$ cat src/inc/wtru_pkg.sv
// package: register map, field positions, reset values and timing counts
package wtru_pkg;
	localparam int unsigned CLK_PERIOD_NS  = 100;       // 10 MHz system clock
	localparam int unsigned ADDR_W         = 8;         // byte address width
	localparam logic [7:0]  OFS_CTRL       = 8'h00;     // watchdog_control
	localparam logic [7:0]  OFS_CFG        = 8'h04;     // interval config
	localparam logic [7:0]  OFS_IEN        = 8'h08;     // extended irq enable
	localparam logic [7:0]  OFS_GIE        = 8'h0c;     // global irq enable
	localparam logic [7:0]  OFS_STAT       = 8'h10;     // sticky events, w1c
	localparam logic [7:0]  OFS_MASK       = 8'h14;     // event mask
	localparam int unsigned CTRL_RUN_BIT   = 7;         // timer running
	localparam int unsigned CTRL_TOUT_BIT  = 3;         // timeout_flag
	localparam int unsigned CTRL_CAUSE_BIT = 2;         // reset_cause_flag
	localparam int unsigned CTRL_RSTEN_BIT = 1;         // reset_path_enable
	localparam int unsigned CTRL_RSTRT_BIT = 0;         // restart_strobe
	localparam int unsigned CFG_SEL_LO     = 6;         // interval select 7:6
	localparam int unsigned IEN_WD_BIT     = 5;         // watchdog irq enable
	localparam int unsigned GIE_BIT        = 7;         // global irq enable
	localparam int unsigned ST_TOUT_BIT    = 0;         // timeout event
	localparam int unsigned ST_WDRST_BIT   = 1;         // watchdog reset event
	localparam logic [1:0]  SEL_RST        = 2'h0;      // shortest interval
	localparam logic [7:0]  IEN_RST        = 8'h00;
	localparam logic [1:0]  STAT_RST       = 2'h0;
	localparam logic [1:0]  MASK_RST       = 2'h0;
	localparam int unsigned CNT_W          = 22;        // divider chain width
	localparam logic [21:0] TOUT0_CLKS     = 22'h001000; // 2^12 clocks
	localparam logic [9:0]  POST_TOUT_CLKS = 10'h200;   // grace after timeout
	localparam int unsigned MACH_CYC_CLKS  = 4;         // clocks per machine cyc
	localparam logic [3:0]  RST_HOLD_CLKS  = 4'(2 * MACH_CYC_CLKS);
	localparam logic [1:0]  RESP_OKAY      = 2'h0;
	localparam logic [1:0]  RESP_SLVERR    = 2'h2;
	typedef enum logic [1:0] {ST_IDLE, ST_WAIT, ST_HOLD} wtru_rst_state_t;
endpackage

$ cat src/inc/wtru_tmr_if.sv
// interface: control and event signals between the top and its timer parts
interface wtru_tmr_if;
	logic       clr;    // restart the chain and cancel a pending reset
	logic       run;    // timer enabled
	logic [1:0] sel;    // interval select
	logic       rst_en; // reset path enable
	logic       tout;   // one-cycle timeout pulse
	logic       fire;   // first cycle of a watchdog reset
	logic       hold;   // watchdog reset active
	modport ctl (output clr, run, sel, rst_en, input tout, fire, hold);
	modport div (input clr, run, sel, output tout);
	modport rst (input clr, tout, rst_en, output fire, hold);
endinterface

$ cat src/verilog/wtru_div_chain.sv
// module: divider chain with selectable timeout tap
module wtru_div_chain #(
	parameter int unsigned TOUT1_CLKS = 32768,
	parameter int unsigned TOUT2_CLKS = 262144,
	parameter int unsigned TOUT3_CLKS = 2097152
) (
	input  wire logic clk_sys_in,
	input  wire logic srst_in,
	wtru_tmr_if.div   tmr
);
	import wtru_pkg::*;
	logic [CNT_W-1:0] cnt;   // clocks since last restart or tap
	logic [CNT_W-1:0] limit; // selected interval

	// interval select to tap length
	always_comb begin
		case (tmr.sel)
			2'h0: limit = TOUT0_CLKS;
			2'h1: limit = CNT_W'(TOUT1_CLKS);
			2'h2: limit = CNT_W'(TOUT2_CLKS);
			default: limit = CNT_W'(TOUT3_CLKS);
		endcase
	end

	// counting chain; reset enable is not seen here, so only run low, restart or reset stop it
	always_ff @(posedge clk_sys_in) begin
		if (srst_in || tmr.clr || !tmr.run) begin
			cnt <= '0; // restart from a known state
		end else if (cnt >= limit - 1'b1) begin
			// >= so a shorter select written mid-count wraps at once
			cnt <= '0; // free-running wrap each interval
		end else begin
			cnt <= cnt + 1'b1;
		end
	end

	// timeout pulse registered so it is glitch free
	always_ff @(posedge clk_sys_in) begin
		if (srst_in) begin
			tmr.tout <= 1'b0;
		end else begin
			tmr.tout <= tmr.run && !tmr.clr && (cnt >= limit - 1'b1);
		end
	end

	restart_zero_a: assert property (@(posedge clk_sys_in)
		disable iff (srst_in) tmr.clr |=> (cnt == '0) && !tmr.tout)
		else $error("restart did not clear the chain");
endmodule // wtru_div_chain

$ cat src/verilog/wtru_rst_gen.sv
// module: post-timeout grace counter and watchdog reset pulse
module wtru_rst_gen (
	input  wire logic clk_sys_in,
	input  wire logic srst_in,
	wtru_tmr_if.rst   tmr
);
	import wtru_pkg::*;
	wtru_rst_state_t state;  // idle, grace wait, reset hold
	logic [8:0]      wcnt;   // grace clocks elapsed
	logic [2:0]      hcnt;   // hold clocks elapsed

	// grace window then reset hold
	always_ff @(posedge clk_sys_in) begin
		if (srst_in) begin
			state <= ST_IDLE;
			wcnt  <= '0;
			hcnt  <= '0;
		end else begin
			case (state)
				ST_IDLE: begin
					wcnt <= '0;
					hcnt <= '0;
					if (tmr.tout && !tmr.clr) begin
						state <= ST_WAIT;
					end
				end
				ST_WAIT: begin
					if (tmr.clr) begin
						state <= ST_IDLE; // restart cancels
					end else if (wcnt == 9'(POST_TOUT_CLKS - 1'b1)) begin
						wcnt  <= '0;
						// reset only when the path is enabled
						state <= tmr.rst_en ? ST_HOLD : ST_IDLE;
					end else begin
						wcnt <= wcnt + 1'b1;
					end
				end
				ST_HOLD: begin
					// a restart cannot shorten the reset pulse
					if (hcnt == 3'(RST_HOLD_CLKS - 1'b1)) begin
						state <= ST_IDLE; // two machine cycles
					end else begin
						hcnt <= hcnt + 1'b1;
					end
				end
				default: state <= ST_IDLE;
			endcase
		end
	end

	assign tmr.hold = (state == ST_HOLD);
	assign tmr.fire = (state == ST_HOLD) && (hcnt == '0);

	grace_len_a: assert property (@(posedge clk_sys_in)
		disable iff (srst_in)
		$rose(tmr.hold) |-> $past(wcnt) == 9'h1ff && $past(tmr.rst_en))
		else $error("reset fired before the grace window ended");
	hold_len_a: assert property (@(posedge clk_sys_in)
		disable iff (srst_in) $rose(tmr.hold) |-> tmr.hold[*8] ##1 !tmr.hold)
		else $error("watchdog reset pulse length wrong");
	restart_cancel_a: assert property (@(posedge clk_sys_in)
		disable iff (srst_in)
		(state == ST_WAIT && tmr.clr) |=> state == ST_IDLE ##1 !tmr.hold)
		else $error("restart did not cancel pending reset");
endmodule // wtru_rst_gen

$ cat src/verilog/wtru_top.sv
// module: watchdog timeout/reset unit with an axi4-lite register slave
// Overview of operation
// count derived from clock through divider chain
// restart write clears count, bit self-clears
// select 00..11 gives 2^12/15/18/21 clocks
// elapsed interval sets timeout flag
// reset after 512 more clocks without restart
// software restarts within 512 clocks of timeout
// watchdog reset held two machine cycles, flag set
// irq needs flag, watchdog and global enables
// interrupt and reset paths work independently
// without enables timer runs freely, re-flags
// power-on or power-fail reset disables watchdog
// watchdog reset keeps it enabled, restarts count
// timeout flag cleared by software or reset
// cause flag sticky; software or power-fail clears
// disabled reset path never touches cause flag
// reset enable low does not stop counting
// interval select resets to shortest period
// software restarts before relying on the watchdog
// restart also cancels pending watchdog reset
module wtru_top #(
	parameter int unsigned TOUT1_CLKS = 32768,   // 2^15 clocks
	parameter int unsigned TOUT2_CLKS = 262144,  // 2^18 clocks
	parameter int unsigned TOUT3_CLKS = 2097152  // 2^21 clocks
) (
	input  wire logic                      clk_sys_in,
	input  wire logic                      srst_in,
	input  wire logic                      pwr_fail_in,
	input  wire logic [wtru_pkg::ADDR_W-1:0] awaddr_in,
	input  wire logic                      awvalid_in,
	output logic                           awready_out,
	input  wire logic [31:0]               wdata_in,
	input  wire logic [3:0]                wstrb_in,
	input  wire logic                      wvalid_in,
	output logic                           wready_out,
	output logic [1:0]                     bresp_out,
	output logic                           bvalid_out,
	input  wire logic                      bready_in,
	input  wire logic [wtru_pkg::ADDR_W-1:0] araddr_in,
	input  wire logic                      arvalid_in,
	output logic                           arready_out,
	output logic [31:0]                    rdata_out,
	output logic [1:0]                     rresp_out,
	output logic                           rvalid_out,
	input  wire logic                      rready_in,
	output logic                           irq_out,
	output logic                           wd_irq_out,
	output logic                           sys_rst_out
);
	import wtru_pkg::*;

	// bus capture state
	logic              aw_held;      // write address taken
	logic              w_held;       // write data taken
	logic [ADDR_W-1:0] aw_addr;      // captured write address
	logic [7:0]        w_byte;       // captured low data byte
	logic              w_lane0;      // low byte lane enabled
	logic              wr_go;        // register write this cycle
	logic              wr_hit;       // write address decoded
	logic              rd_hit;       // read address decoded
	logic [7:0]        rd_val;       // read mux result

	// control and status state
	logic       run;                 // watchdog enabled
	logic       timeout_flag;        // interval elapsed
	logic       reset_cause_flag;    // last reset came from watchdog
	logic       reset_path_enable;   // watchdog may reset the system
	logic [1:0] interval_sel;        // hi and lo select bits
	logic [7:0] extended_irq_enable_reg;
	logic       global_irq_enable;
	logic [1:0] irq_status;          // sticky events
	logic [1:0] irq_mask;            // event gate
	logic       restart_strobe;      // one-cycle restart pulse

	// power-fail pin synchroniser
	logic       pf_meta;             // first stage, read by pf_sync only
	logic       pf_sync;             // safe level

	// decoded write strobes
	logic       wr_ctrl;
	logic       wr_cfg;
	logic       wr_ien;
	logic       wr_gie;
	logic       wr_stat;
	logic       wr_mask;

	wtru_tmr_if tmr ();

	// two flops before the pin reaches any logic
	always_ff @(posedge clk_sys_in) begin
		if (srst_in) begin
			pf_meta <= 1'b0;
			pf_sync <= 1'b0;
		end else begin
			pf_meta <= pwr_fail_in;
			pf_sync <= pf_meta;
		end
	end

	// write channel capture; address and data may come in either order
	always_ff @(posedge clk_sys_in) begin
		if (srst_in) begin
			aw_held <= 1'b0;
			w_held  <= 1'b0;
			aw_addr <= '0;
			w_byte  <= '0;
			w_lane0 <= 1'b0;
		end else begin
			if (awvalid_in && awready_out) begin
				aw_held <= 1'b1;
				aw_addr <= awaddr_in;
			end else if (wr_go) begin
				aw_held <= 1'b0;
			end
			if (wvalid_in && wready_out) begin
				w_held  <= 1'b1;
				w_byte  <= wdata_in[7:0];
				w_lane0 <= wstrb_in[0];
			end else if (wr_go) begin
				w_held <= 1'b0;
			end
		end
	end

	// ready while the holding slot is empty
	assign awready_out = !aw_held;
	assign wready_out  = !w_held;
	// one write in flight: wait for the response to be taken
	assign wr_go       = aw_held && w_held && !bvalid_out;

	// write address decode
	always_comb begin
		wr_ctrl = 1'b0;
		wr_cfg  = 1'b0;
		wr_ien  = 1'b0;
		wr_gie  = 1'b0;
		wr_stat = 1'b0;
		wr_mask = 1'b0;
		wr_hit  = 1'b1;
		if (aw_addr == OFS_CTRL) begin
			wr_ctrl = wr_go && w_lane0;
		end else if (aw_addr == OFS_CFG) begin
			wr_cfg = wr_go && w_lane0;
		end else if (aw_addr == OFS_IEN) begin
			wr_ien = wr_go && w_lane0;
		end else if (aw_addr == OFS_GIE) begin
			wr_gie = wr_go && w_lane0;
		end else if (aw_addr == OFS_STAT) begin
			wr_stat = wr_go && w_lane0;
		end else if (aw_addr == OFS_MASK) begin
			wr_mask = wr_go && w_lane0;
		end else begin
			wr_hit = 1'b0; // unmapped: slverr, nothing stored
		end
	end

	// write response
	always_ff @(posedge clk_sys_in) begin
		if (srst_in) begin
			bvalid_out <= 1'b0;
			bresp_out  <= RESP_OKAY;
		end else if (wr_go) begin
			bvalid_out <= 1'b1;
			bresp_out  <= wr_hit ? RESP_OKAY : RESP_SLVERR;
		end else if (bready_in) begin
			bvalid_out <= 1'b0;
		end
	end

	// self-clearing restart: a pulse, never stored, reads as zero
	assign restart_strobe = wr_ctrl && w_byte[CTRL_RSTRT_BIT];

	// run bit: power-on and power-fail disable, watchdog reset keeps it
	always_ff @(posedge clk_sys_in) begin
		if (srst_in || pf_sync) begin
			run <= 1'b0;
		end else if (wr_ctrl) begin
			run <= w_byte[CTRL_RUN_BIT]; // hold leaves run alone
		end
	end

	// reset path enable and interval select
	always_ff @(posedge clk_sys_in) begin
		if (srst_in || pf_sync) begin
			reset_path_enable <= 1'b0;
			interval_sel      <= SEL_RST; // shortest period
		end else begin
			if (wr_ctrl) begin
				reset_path_enable <= w_byte[CTRL_RSTEN_BIT];
			end
			if (wr_cfg) begin
				interval_sel <= w_byte[CFG_SEL_LO +: 2];
			end
		end
	end

	// timeout flag: any reset clears, hardware set beats software clear
	always_ff @(posedge clk_sys_in) begin
		if (srst_in || pf_sync || tmr.hold) begin
			timeout_flag <= 1'b0;
		end else if (tmr.tout) begin
			timeout_flag <= 1'b1;
		end else if (wr_ctrl && !w_byte[CTRL_TOUT_BIT]) begin
			timeout_flag <= 1'b0;
		end
	end

	// cause flag: only power-on reset, power-fail or software clear it
	always_ff @(posedge clk_sys_in) begin
		if (srst_in || pf_sync) begin
			reset_cause_flag <= 1'b0;
		end else if (tmr.fire) begin
			// fire only exists when the path was enabled
			reset_cause_flag <= 1'b1;
		end else if (wr_ctrl && !w_byte[CTRL_CAUSE_BIT]) begin
			reset_cause_flag <= 1'b0;
		end
	end

	// interrupt enables, untouched by the watchdog itself
	always_ff @(posedge clk_sys_in) begin
		if (srst_in) begin
			extended_irq_enable_reg <= IEN_RST;
			global_irq_enable       <= 1'b0;
			irq_mask                <= MASK_RST;
		end else begin
			if (wr_ien) begin
				extended_irq_enable_reg <= w_byte;
			end
			if (wr_gie) begin
				global_irq_enable <= w_byte[GIE_BIT];
			end
			if (wr_mask) begin
				irq_mask <= w_byte[1:0];
			end
		end
	end

	// sticky event bits, write one to clear; a same-cycle event wins
	always_ff @(posedge clk_sys_in) begin
		if (srst_in) begin
			irq_status <= STAT_RST;
		end else begin
			irq_status <= (irq_status & ~(wr_stat ? w_byte[1:0] : 2'h0))
				| {tmr.fire, tmr.tout};
		end
	end

	// feed the timer parts
	assign tmr.run    = run;
	assign tmr.sel    = interval_sel;
	assign tmr.rst_en = reset_path_enable;
	// power-fail and watchdog reset also restart the chain
	assign tmr.clr    = restart_strobe || pf_sync || tmr.hold;

	wtru_div_chain #(
		.TOUT1_CLKS (TOUT1_CLKS),
		.TOUT2_CLKS (TOUT2_CLKS),
		.TOUT3_CLKS (TOUT3_CLKS)
	) u_div (
		.clk_sys_in (clk_sys_in),
		.srst_in    (srst_in),
		.tmr        (tmr.div)
	);

	wtru_rst_gen u_rst (
		.clk_sys_in (clk_sys_in),
		.srst_in    (srst_in),
		.tmr        (tmr.rst)
	);

	// reset output follows the hold state of the generator
	assign sys_rst_out = tmr.hold;
	// request path independent of the reset path
	assign wd_irq_out  = timeout_flag && global_irq_enable
		&& extended_irq_enable_reg[IEN_WD_BIT];
	// summary interrupt from sticky status
	assign irq_out     = |(irq_status & irq_mask);

	// read mux; reserved bits read as zero
	always_comb begin
		rd_val = 8'h00;
		rd_hit = 1'b1;
		if (araddr_in == OFS_CTRL) begin
			rd_val[CTRL_RUN_BIT]   = run;
			rd_val[CTRL_TOUT_BIT]  = timeout_flag;
			rd_val[CTRL_CAUSE_BIT] = reset_cause_flag;
			rd_val[CTRL_RSTEN_BIT] = reset_path_enable;
		end else if (araddr_in == OFS_CFG) begin
			rd_val[CFG_SEL_LO +: 2] = interval_sel;
		end else if (araddr_in == OFS_IEN) begin
			rd_val = extended_irq_enable_reg;
		end else if (araddr_in == OFS_GIE) begin
			rd_val[GIE_BIT] = global_irq_enable;
		end else if (araddr_in == OFS_STAT) begin
			rd_val[1:0] = irq_status;
		end else if (araddr_in == OFS_MASK) begin
			rd_val[1:0] = irq_mask;
		end else begin
			rd_hit = 1'b0;
		end
	end

	// read channel: one read in flight, data registered
	assign arready_out = !rvalid_out;
	always_ff @(posedge clk_sys_in) begin
		if (srst_in) begin
			rvalid_out <= 1'b0;
			rdata_out  <= '0;
			rresp_out  <= RESP_OKAY;
		end else if (arvalid_in && arready_out) begin
			rvalid_out <= 1'b1;
			rdata_out  <= {24'h000000, rd_val};
			rresp_out  <= rd_hit ? RESP_OKAY : RESP_SLVERR;
		end else if (rready_in) begin
			rvalid_out <= 1'b0;
		end
	end

	tout_flag_a: assert property (@(posedge clk_sys_in)
		disable iff (srst_in)
		(tmr.tout && !pf_sync && !tmr.hold) |=> timeout_flag)
		else $error("timeout pulse did not set the flag");
	irq_gate_a: assert property (@(posedge clk_sys_in)
		disable iff (srst_in)
		(!global_irq_enable || !timeout_flag
			|| !extended_irq_enable_reg[IEN_WD_BIT]) |-> !wd_irq_out)
		else $error("watchdog irq without flag and enables");
	cause_set_a: assert property (@(posedge clk_sys_in)
		disable iff (srst_in)
		$rose(sys_rst_out) && !pf_sync |=> reset_cause_flag)
		else $error("watchdog reset did not set cause flag");
	cause_guard_a: assert property (@(posedge clk_sys_in)
		disable iff (srst_in)
		$rose(reset_cause_flag) |-> $past(reset_path_enable, 2))
		else $error("cause flag set with reset path disabled");
	sel_default_a: assert property (@(posedge clk_sys_in)
		disable iff (srst_in) $fell(srst_in) |-> interval_sel == 2'h0)
		else $error("interval select not shortest after reset");
	pwr_fail_a: assert property (@(posedge clk_sys_in)
		disable iff (srst_in)
		pf_sync |=> !run && !reset_cause_flag && !timeout_flag)
		else $error("power-fail did not disable the watchdog");
	keep_run_a: assert property (@(posedge clk_sys_in)
		disable iff (srst_in)
		($rose(sys_rst_out) && run && !pf_sync && !wr_ctrl) |=> run)
		else $error("watchdog reset disabled the watchdog");
	tout_cov_c: cover property (@(posedge clk_sys_in)
		disable iff (srst_in) $rose(timeout_flag));
	wdrst_cov_c: cover property (@(posedge clk_sys_in)
		disable iff (srst_in) $rose(sys_rst_out));
	irq_cov_c: cover property (@(posedge clk_sys_in)
		disable iff (srst_in) wd_irq_out && irq_out);
endmodule // wtru_top

$ cat config.mk
export PLATFORM = sky130hd
export DESIGN_NAME = wtru_top
export DESIGN_NICKNAME = d
export VERILOG_FILES = /design/src/inc/wtru_pkg.sv /design/src/inc/wtru_tmr_if.sv /design/src/verilog/wtru_div_chain.sv /design/src/verilog/wtru_rst_gen.sv /design/src/verilog/wtru_top.sv
export SDC_FILE = /design/constraint.sdc
export NUM_CORES = 1
export LEC_CHECK = 0
export BUFFER_PORTS_ARGS = -buffer_cell sky130_fd_sc_hd__buf_2
export CORE_MARGIN = 3
export CORE_UTILIZATION = 45
export CTS_CLUSTER_SIZE = 24
export DETAILED_ROUTE_END_ITERATION = 6
export PLACE_DENSITY = 0.75
export SYNTH_ARGS = -nofsm -noshare
export SYNTH_HDL_FRONTEND = slang
export SYNTH_SLANG_ARGS = --single-unit
$ cat constraint.sdc
create_clock -name clk_sys_in -period 2.52 [get_ports clk_sys_in]
set_input_delay 0.504 -clock clk_sys_in [delete_from_list [all_inputs] [get_ports clk_sys_in]]
set_output_delay 0.504 -clock clk_sys_in [all_outputs]
set_load 0.05 [all_outputs]
==> results_dict.tcl, run 1 <==
set metrics [dict create \
    top_register "u_div.cnt" \
    async_flop_share_pct 0 \
    fin_crit_ns 2.37 \
    row_count 36 \
    synth_ff_type "dfxtp_1" \
    finalHoldViolCount 0 \
    power_mw 2.72 \
    clk_latency_ns 0.37 \
    status "complete, no violations" \
    grt.overflow.total 0 \
    place_inst 675 \
    cts.clk_slew.worst_paths_ns 0.10 \
    worstSetupStartpointType "flip-flop" \
    cpPeakStageDelay_ns 0.61 \
    yosysSeqAreaShare_pct 38.7 \
    fin_crit_sh_pct 93.9 \
    ant_nets 0 \
    max-slew-margin-rel_pct 61.4 \
    first_pass_iters 4 \
    synth_top_area_share_pct 38.7 \
    cts.root.buffer_cell "clkbuf_8" \
    leakagePower_nw 1.90 \
    max_freq_mhz 423 \
    htreeDepth 3 \
    fin_skew_ns 0.0148 \
    synth_edf_count 0 \
    critPathSlowestCell "or4b_2" \
    syn2layout_area_growth_pct 11.1 \
    maxCapViolCount 0 \
    yosysTopAreaCell "dfxtp_1" \
    hpwlAfterDp_um 7020 \
    peakVddDrop_v 0.000255 \
    required_ns 2.83 \
    grt_pass1_vias 3486 \
    grt_use_total_pct 17.1 \
    crit_path_end_kind "flip-flop" \
    critPathArrivalTime_ns 2.67 \
    cp_max_fo 5 \
    grt_pass1_wl_um 16200 \
    antenna_found_initial 0 \
    syn_area_mm2 0.00461 \
    hp-class "in2reg" \
    finalWeightedCongestion 0.828 \
    synth_warnings 0 \
    cts_tree "built" \
    worst_pin_slew_ns 0.571 \
    finish.utilization_pct 51.9 \
    setup_slack_ns 0.153 \
    routed_wl_um 9600 \
    antenna_cells 0 \
    die_w_um 107 \
    worstSetupPathType "reg2reg" \
    grt_max_degree 55 \
    synth_area_leaders "dfxtp_1, mux2i_1, ha_1" \
    core_region_area_mm2 0.00986 \
    drtIter0Drc 135 \
    numCtsBuffers 9 \
    drive_gt1_share_pct 20.4 \
    num_io_pins 104 \
    largestRegisters "u_div.cnt x22, u_rst.wcnt x9" \
    cts_sinks 89 \
    cp_cell_sequence "ha_1, and3_1, and3_1, and3_1, ha_1, nor4_4, or4b_2, nand3_1" \
    syn_area_per_cell_um2 9.16 \
    powerDensity_mw_per_mm2 531 \
    final_nets 630 \
    grt_setup_unrepaired "no" \
    final.setup.tns_ns 0 \
    drc 0 \
    viasPerCell 5.36 \
    maxSlewViolCount 0 \
    initial_core_util_pct 46.7 \
    wire_per_inst_um 13.9 \
    vias 3706 \
    place_worst_setup_slack_ns 0.0455 \
    dieArea_mm2 0.0115 \
    port_buffers 50 \
    ys_types 60 \
    fin_cells 691 \
    max-clock-path-buffers 2 \
    die_h_um 107 \
    cp_common_cell "and3_1" \
    synthCells 503 \
    synth_seq_cells 89 \
    largest_reg_flops 22 \
    setup_violations 0 \
]
## synth_stat cells, types with 4 or more instances
cell / instances
nand4_1: 11
a22o_1: 4
and4_1: 5
o31ai_1: 5
ha_1: 17
nor3_2: 13
buf_4: 26
or4_1: 7
nand2_1: 45
a22oi_1: 4
xor2_1: 6
clkbuf_1: 16
a211oi_2: 7
and3_1: 8
dfxtp_1: 89
mux2i_1: 22
o211ai_1: 7
inv_1: 14
nand2b_1: 8
nor3_1: 9
a21oi_1: 20
nor4_1: 6
nand3_1: 16
a211oi_1: 9
o21ai_0: 8
xnor2_1: 7
nor2b_1: 7
nor2_1: 44
or3_1: 6
a32o_1: 4
## critical path, delay by kind of cell, from the launching register on
family,cells,cell delay (ns)
AND/OR/NAND/NOR,6,1.49
adder cells (fa/ha/maj),2,0.46
flip-flops,1,0.36
## stage by stage
stage,hold slack [ns],area (um^2)
4_1_cts,0.311,5120
3_3_place_gp,0.427,4920
5_1_grt,0.324,5120
6_report,0.325,5120
3_5_place_dp,0.433,4920
2_1_floorplan,0.414,4710
## where the power goes
part / switching, mW / internal (mW)
registers: 0.0285 / 1.44
clock network: 0.570 / 0.384
logic: 0.224 / 0.0751
total: 0.823 / 1.89
## worst paths after layout
| check | startpoint | end | slack, ns | depth (start not counted) |
|---|---|---|---|---|
| worst max-delay path | u_rst.wcnt[0]$_SDFFE_PP0P_ | u_rst.wcnt[7]$_SDFFE_PP0P_ | 0.15 | 8 |
| worst min-delay path | rready_in | rvalid_out$_SDFFE_PP0P_ | 0.33 | 2 |
| worst max register to register | u_rst.wcnt[0]$_SDFFE_PP0P_ | u_rst.wcnt[7]$_SDFFE_PP0P_ | 0.15 | 8 |
| worst min register to register | pf_meta$_SDFF_PP0_ | pf_sync$_SDFF_PP0_ | 0.45 | 1 |
## placed cells by master (no fill, tap or decap), types with 6 or more instances in the layout
cell       n
nor2_1    44
a211oi_2   7
xor2_1     6
buf_2     50
nor2b_1    7
o211ai_1   7
clkbuf_8   9
a211oi_1   9
buf_4      9
nor3_1     9
conb_1    27
dfxtp_1   89
nor3_2    13
nand2b_1   8
nand2_1   45
xnor2_1    7
inv_1     14
or3_1      6
nand3_1   16
or4_1      7
nand4_1   11
ha_1      17
and3_1     8
o21ai_0    8
a21oi_1   20
mux2i_1   22
## cell families (layout without fill, tap and decap cells)
| group | after synthesis | count (layout) | share of synthesized area, % |
|---|---|---|---|
| adder cells (fa/ha/maj) | 17 | 17 | 4.62 |
| other | 2 | 27 | 0.163 |
| multiplexers | 25 | 25 | 5.51 |
| AND/OR/NAND/NOR | 208 | 208 | 25.9 |
| XOR/XNOR | 13 | 13 | 2.47 |
| buffers and inverters | 61 | 91 | 8.12 |
| flip-flops | 89 | 89 | 38.7 |
| AO/OA/AOI/OAI | 88 | 88 | 14.5 |
## area by class of cell
class                      instances  area [um^2]
sequential                        89         1780
tap                              133          166
inverter                          14         52.6
clock inverter                     7         68.8
fill                             923         4750
timing repair buffer              61          358
multi-input combinational        378         2570
clock buffer                       9          124
## per-layer routing
layer | routed length, um | global-route usage [%] | vias up
li1 | - | - | 1881
met1 | 4670 | 22.8 | 1751
met2 | 4470 | 27.5 | 68
met3 | 363 | 3.73 | 6
met4 | 96 | 5.57 | 0
met5 | 0 | 0 | -
## repair_timing
action                                  CTS  global route
pin swaps                                 0             1
hold buffers                              0             0
endpoints found under the setup margin    1             1
buffers inserted                          0             0
resized for setup                         1             0
hold endpoints to repair                  0             0
(Power assumes the default switching activity.)
==> inputs of run 2 (changes only) <==
==> constraint.sdc (replaced) <==
create_clock -name clk_sys_in -period 2.52 [get_ports clk_sys_in]
set_input_delay 0.252 -clock clk_sys_in [delete_from_list [all_inputs] [get_ports clk_sys_in]]
set_output_delay 0.252 -clock clk_sys_in [all_outputs]
set_load 0.05 [all_outputs]
==> run 2 against run 1 <==
Net effect:
- sequential power about the same
- register-to-register slack better by 0.05 ns
- cell count is 0.29% lower
- die area unchanged
- clock skew down 0.0058 ns
- worst hold slack worse by 0.26 ns
- sequential share of layout area down 0.12 points
- wire length down 0.91%
- non-clock buffer count fell by 1
- via count is 1.2% higher
- clock-buffer cell count is 1 higher
- critical path type unchanged
==> results_dict.tcl, run 2 (synthesis gave the netlist of run 1 again) <==
set metrics [dict create \
    fin_crit_ns 2.32 \
    power_frac_seq_pct 51.1 \
    pwr-share-comb_pct 10.3 \
    antenna_cells 0 \
    fin_crit_sh_pct 91.9 \
    clk_latency_ns 0.36 \
    finalHoldViolCount 0 \
    viasPerCell 5.44 \
    wire_per_inst_um 13.8 \
    worstSetupPathType "reg2reg" \
    worstSetupStartpointType "flip-flop" \
    grt_pass1_vias 3512 \
    drive_gt1_share_pct 20.1 \
    p_sw_share_pct 26.7 \
    first_pass_iters 5 \
    core_region_area_mm2 0.00986 \
    hp-class "in2reg" \
    grt_max_degree 55 \
    r2r_cells 8 \
    die_h_um 107 \
    hold_path_end "rvalid_out$_SDFFE_PP0P_" \
    cts.clk_slew.worst_paths_ns 0.09 \
    drc 0 \
    num_io_pins 104 \
    cts_tree "built" \
    top_register "u_div.cnt" \
    die_w_um 107 \
    max-slew-margin-rel_pct 43.7 \
    maxCapViolCount 0 \
    max_freq_mhz 432 \
    drtIter0Drc 253 \
    required_ns 2.82 \
    hpwlAfterDp_um 7010 \
    cpPeakStageDelay_ns 0.61 \
    min_from "rready_in" \
    cp_max_fo 5 \
    cts_resized 0 \
    routed_wl_um 9510 \
    cp_cell_sequence "ha_1, and3_1, and3_1, and3_1, ha_1, nor4_2, or4b_2, nand3_1" \
    cp_top_family "simple AND/OR/NAND/NOR gates" \
    maxSlewViolCount 0 \
    final_area_mm2 0.00513 \
    setup_slack_ns 0.205 \
    cts_sinks 89 \
    worst_pin_slew_ns 0.843 \
    powerDensity_mw_per_mm2 558 \
    initial_core_util_pct 46.7 \
    final.setup.tns_ns 0 \
    fin_skew_ns 0.00901 \
    path_buf_inv 0 \
    antenna_found_initial 0 \
    critPathSlowestCell "or4b_2" \
    htreeDepth 3 \
    finalWeightedCongestion 0.807 \
    grt_pass1_wl_um 16100 \
    grt_use_total_pct 17.1 \
    critPathArrivalTime_ns 2.62 \
    status "complete, no violations" \
    cts.root.buffer_cell "clkbuf_8" \
    row_count 36 \
    vias 3751 \
    p_int_mw 2.10 \
    port_buffers 50 \
    final_nets 629 \
    leakagePower_nw 1.92 \
    largestRegisters "u_div.cnt x22, u_rst.wcnt x9" \
    max-clock-path-buffers 2 \
    ant_nets 0 \
    grt.overflow.total 0 \
    place_worst_setup_slack_ns 0.132 \
    grt_setup_unrepaired "no" \
    largest_reg_flops 22 \
    reg2reg_slack_ns 0.20 \
    seq_area_mm2 0.00178 \
    min_path_cells 2 \
    mostFrequentLayoutCell "dfxtp_1" \
    cp_common_cell "and3_1" \
    r2r_end "u_rst.wcnt[7]$_SDFFE_PP0P_" \
    numCtsBuffers 9 \
    clock_power_share_pct 38.6 \
    dieArea_mm2 0.0115 \
    setup_violations 0 \
    fillers 907 \
    multiInputGateArea_mm2 0.00256 \
    p_switching_mw 0.765 \
    crit_path_end_kind "flip-flop" \
    place_area_mm2 0.00491 \
    peakVddDrop_v 0.000289 \
    syn2layout_area_growth_pct 11.5 \
    layout_common_cells "dfxtp_1, buf_2, nand2_1, nor2_1, conb_1" \
    r2r-start "u_rst.wcnt[0]$_SDFFE_PP0P_" \
    power_mw 2.86 \
]
[run 2: cell count changes in the layout (fill, tap and decap cells not counted)]
cell	before	now
buf_4	9	8
inv_6	3	0
clkbuf_8	9	10
nor4_2	0	1
clkinv_8	1	0
nor4_4	3	2
clkinvlp_4	2	0
clkinv_4	0	2
bufinv_16	0	2
[run 2: per-layer routing]
metal	vias to the layer above	global-route usage [%]	part of all wire [%]	wire length, um
met3	8	3.19	4.6	437
li1	1869	-	-	-
met1	1788	22.7	47	4450
met2	86	27.3	47	4490
met5	-	0	0	0
met4	0	7.40	1.5	138
[run 2: repair_timing]
action	4_1_cts	5_1_grt
endpoints found under the hold margin	0	0
buffers inserted	0	0
hold buffers	0	0
endpoints found under the setup margin	0	1
[run 2: metrics by stage]
step / std cells / hold WS (ns) / util, %
CTS: 689 / 0.0469 / 52.1
detailed placement: 674 / 0.439 / 49.8
floorplan: 528 / 0.352 / -
finish: 689 / 0.0680 / 52.1
global route: 689 / 0.0671 / 52.1
global placement: 674 / 0.424 / 49.8
[run 2: worst max path at each step]
stage,startpoint,end,slack [ns],cells past startpoint
2_1_floorplan,u_rst.wcnt[0]$_SDFFE_PP0P_,u_rst.wcnt[7]$_SDFFE_PP0P_,0.04,8
3_3_place_gp,u_rst.wcnt[0]$_SDFFE_PP0P_,u_rst.wcnt[7]$_SDFFE_PP0P_,0.15,8
3_5_place_dp,u_rst.wcnt[0]$_SDFFE_PP0P_,u_rst.wcnt[7]$_SDFFE_PP0P_,0.13,8
4_1_cts,u_rst.wcnt[0]$_SDFFE_PP0P_,u_rst.wcnt[7]$_SDFFE_PP0P_,0.1,8
5_1_grt,u_rst.wcnt[0]$_SDFFE_PP0P_,u_rst.wcnt[7]$_SDFFE_PP0P_,0.09,8
6_report,u_rst.wcnt[0]$_SDFFE_PP0P_,u_rst.wcnt[7]$_SDFFE_PP0P_,0.20,8
[run 2: area by class of cell]
cell class                      instances  share of cell area (%)
Clock inverter                          5                    1.73
Timing Repair Buffer                   60                    6.82
Sequential cell                        89                    34.7
Clock buffer                           10                    2.68
Tap cell                              133                    3.24
Multi-Input combinational cell        378                    49.8
Inverter                               14                    1.02
[run 2: power groups by stage]
stage	sequential [mW]	clock (mW)	combinational [mW]
3_3_place_gp	1.49	0	0.290
4_1_cts	1.46	1.13	0.296
2_1_floorplan	1.52	0	0.241
3_5_place_dp	1.50	0	0.296
6_report	1.46	1.10	0.295
5_1_grt	1.47	1.18	0.319
==> inputs of run 3 (changes only) <==
--- a/config.mk
+++ b/config.mk
@@ -11,4 +11,5 @@
 export CTS_CLUSTER_SIZE = 24
 export DETAILED_ROUTE_END_ITERATION = 6
+export GPL_ROUTABILITY_DRIVEN = 0
 export PLACE_DENSITY = 0.75
 export SYNTH_ARGS = -nofsm -noshare
==> constraint.sdc (replaced) <==
create_clock -name clk_sys_in -period 2.52 [get_ports clk_sys_in]
set_input_delay 0.126 -clock clk_sys_in [delete_from_list [all_inputs] [get_ports clk_sys_in]]
set_output_delay 0.126 -clock clk_sys_in [all_outputs]
set_load 0.05 [all_outputs]
==> run 3 against run 2 <==
Net effect:
- die area unchanged
- first-iteration DRC count shrank 35%
- clock-buffer cell count fell by 1
- critical path type unchanged
- worst setup slack worse by 0.00070 ns
==> results_dict.tcl, run 3 (synthesis gave the netlist of run 1 again) <==
set metrics [dict create \
    status "complete, no violations" \
    r2r_cells 8 \
    drive_gt1_share_pct 19.7 \
    die_h_um 107 \
    grt_use_total_pct 17.8 \
    cts.root.buffer_cell "clkbuf_8" \
    largestRegisters "u_div.cnt x22, u_rst.wcnt x9" \
    fin_crit_ns 2.32 \
    cts_tree "built" \
    startpoint "u_rst.wcnt[0]$_SDFFE_PP0P_" \
    row_count 36 \
    min_path_cells 2 \
    max_freq_mhz 432 \
    vias 3795 \
    htreeDepth 3 \
    finalHoldViolCount 0 \
    worstSetupStartpointType "flip-flop" \
    layout_common_cells "dfxtp_1, buf_2, nand2_1, nor2_1, conb_1" \
    max-slew-margin-rel_pct 38.7 \
    worst_pin_slew_ns 0.918 \
    grt_max_degree 50 \
    critPathArrivalTime_ns 2.63 \
    fin_crit_sh_pct 91.9 \
    crit_path_end_kind "flip-flop" \
    grt_pass1_vias 3686 \
    maxSlewViolCount 0 \
    antenna_found_initial 0 \
    hp-class "in2reg" \
    clk_latency_ns 0.37 \
    numCtsBuffers 9 \
    grt_pass1_wl_um 16800 \
    cp_max_fo 5 \
    fin_skew_ns 0.0132 \
    worstSetupPathType "reg2reg" \
    required_ns 2.84 \
    final.setup.tns_ns 0 \
    initial_core_util_pct 46.7 \
    wire_per_inst_um 14.0 \
    dieArea_mm2 0.0115 \
    largest_reg_flops 22 \
    final_area_mm2 0.00531 \
    ant_nets 0 \
    peakVddDrop_v 0.000341 \
    viasPerCell 5.36 \
    port_buffers 50 \
    place_area_mm2 0.00491 \
    routed_wl_um 9930 \
    max-clock-path-buffers 2 \
    mostFrequentLayoutCell "dfxtp_1" \
    antenna_cells 0 \
    die_w_um 107 \
    leakagePower_nw 1.98 \
    hpwlAfterDp_um 7030 \
    top_register "u_div.cnt" \
    grt.overflow.total 0 \
    core_region_area_mm2 0.00986 \
    cts.clk_slew.worst_paths_ns 0.10 \
    drc 0 \
    powerDensity_mw_per_mm2 532 \
    cts_sinks 89 \
    first_pass_iters 4 \
    maxCapViolCount 0 \
    r2r_end "u_rst.wcnt[7]$_SDFFE_PP0P_" \
    grt_setup_unrepaired "no" \
    num_io_pins 104 \
    setup_violations 0 \
    final_nets 647 \
    drtIter0Drc 164 \
    endpoint "u_rst.wcnt[7]$_SDFFE_PP0P_" \
    reg2reg_slack_ns 0.20 \
    syn2layout_area_growth_pct 15.2 \
    r2r-start "u_rst.wcnt[0]$_SDFFE_PP0P_" \
]
==> run 3: worst min-delay path by stage <==
stage                 startpoint                       to  slack (ns)
floorplan              rready_in  rvalid_out$_SDFFE_PP0P_        0.23
CTS                 awaddr_in[2]  aw_addr[2]$_SDFFE_PP0P_       0.002
global route         pwr_fail_in       pf_meta$_SDFF_PP0_        0.02
detailed placement     rready_in  rvalid_out$_SDFFE_PP0P_        0.32
global placement       rready_in  rvalid_out$_SDFFE_PP0P_        0.31
finish               pwr_fail_in       pf_meta$_SDFF_PP0_      0.0007
==> run 3: layout make-up <==
type	instances	area [um^2]
inverter	14	52.6
clock buffer	9	124
clock inverter	7	85.1
fill	900	4560
sequential	89	1780
multi-input combinational	378	2570
timing repair buffer	78	531
tap	133	166
==> run 3: power breakdown <==
part	switching [mW]	internal (mW)
clock network	0.562	0.479
registers	0.0289	1.44
logic	0.229	0.0907
total	0.820	2.00
==> run 3: metal layers <==
layer	vias to the layer above	routed length, um	GRT usage [%]
met4	0	165	7.03
met2	90	4720	29.6
met5	-	0	0
met1	1789	4570	22.8
met3	13	477	3.43
li1	1903	-	-
==> run 3: per-stage QoR <==
stage | util [%] | total power [mW] | hold slack, ns | std cells | setup WS (ns)
floorplan | - | 1.76 | 0.226 | 528 | 0.0429
global route | 53.8 | 2.92 | 0.0168 | 708 | 0.0568
global placement | 49.8 | 1.78 | 0.314 | 674 | 0.176
finish | 53.8 | 2.82 | 0.000733 | 708 | 0.204
CTS | 53.6 | 2.84 | 0.00181 | 707 | 0.0767
detailed placement | 49.8 | 1.79 | 0.324 | 674 | 0.112
==> run 3: repair_timing <==
action	in CTS	in global routing
hold buffers	17	1
endpoints found under the setup margin	0	1
gates resized for setup	0	1
endpoints found under the hold margin	17	1
buffers inserted	0	0
==> run 3: worst max-delay path: stages, from the launching register on <==
cell and delay, ns:
dfxtp_1 0.36, ha_1 0.23, and3_1 0.21, and3_1 0.21
and3_1 0.19, ha_1 0.22, nor4_4 0.17, or4b_2 0.60
nand3_1 0.08
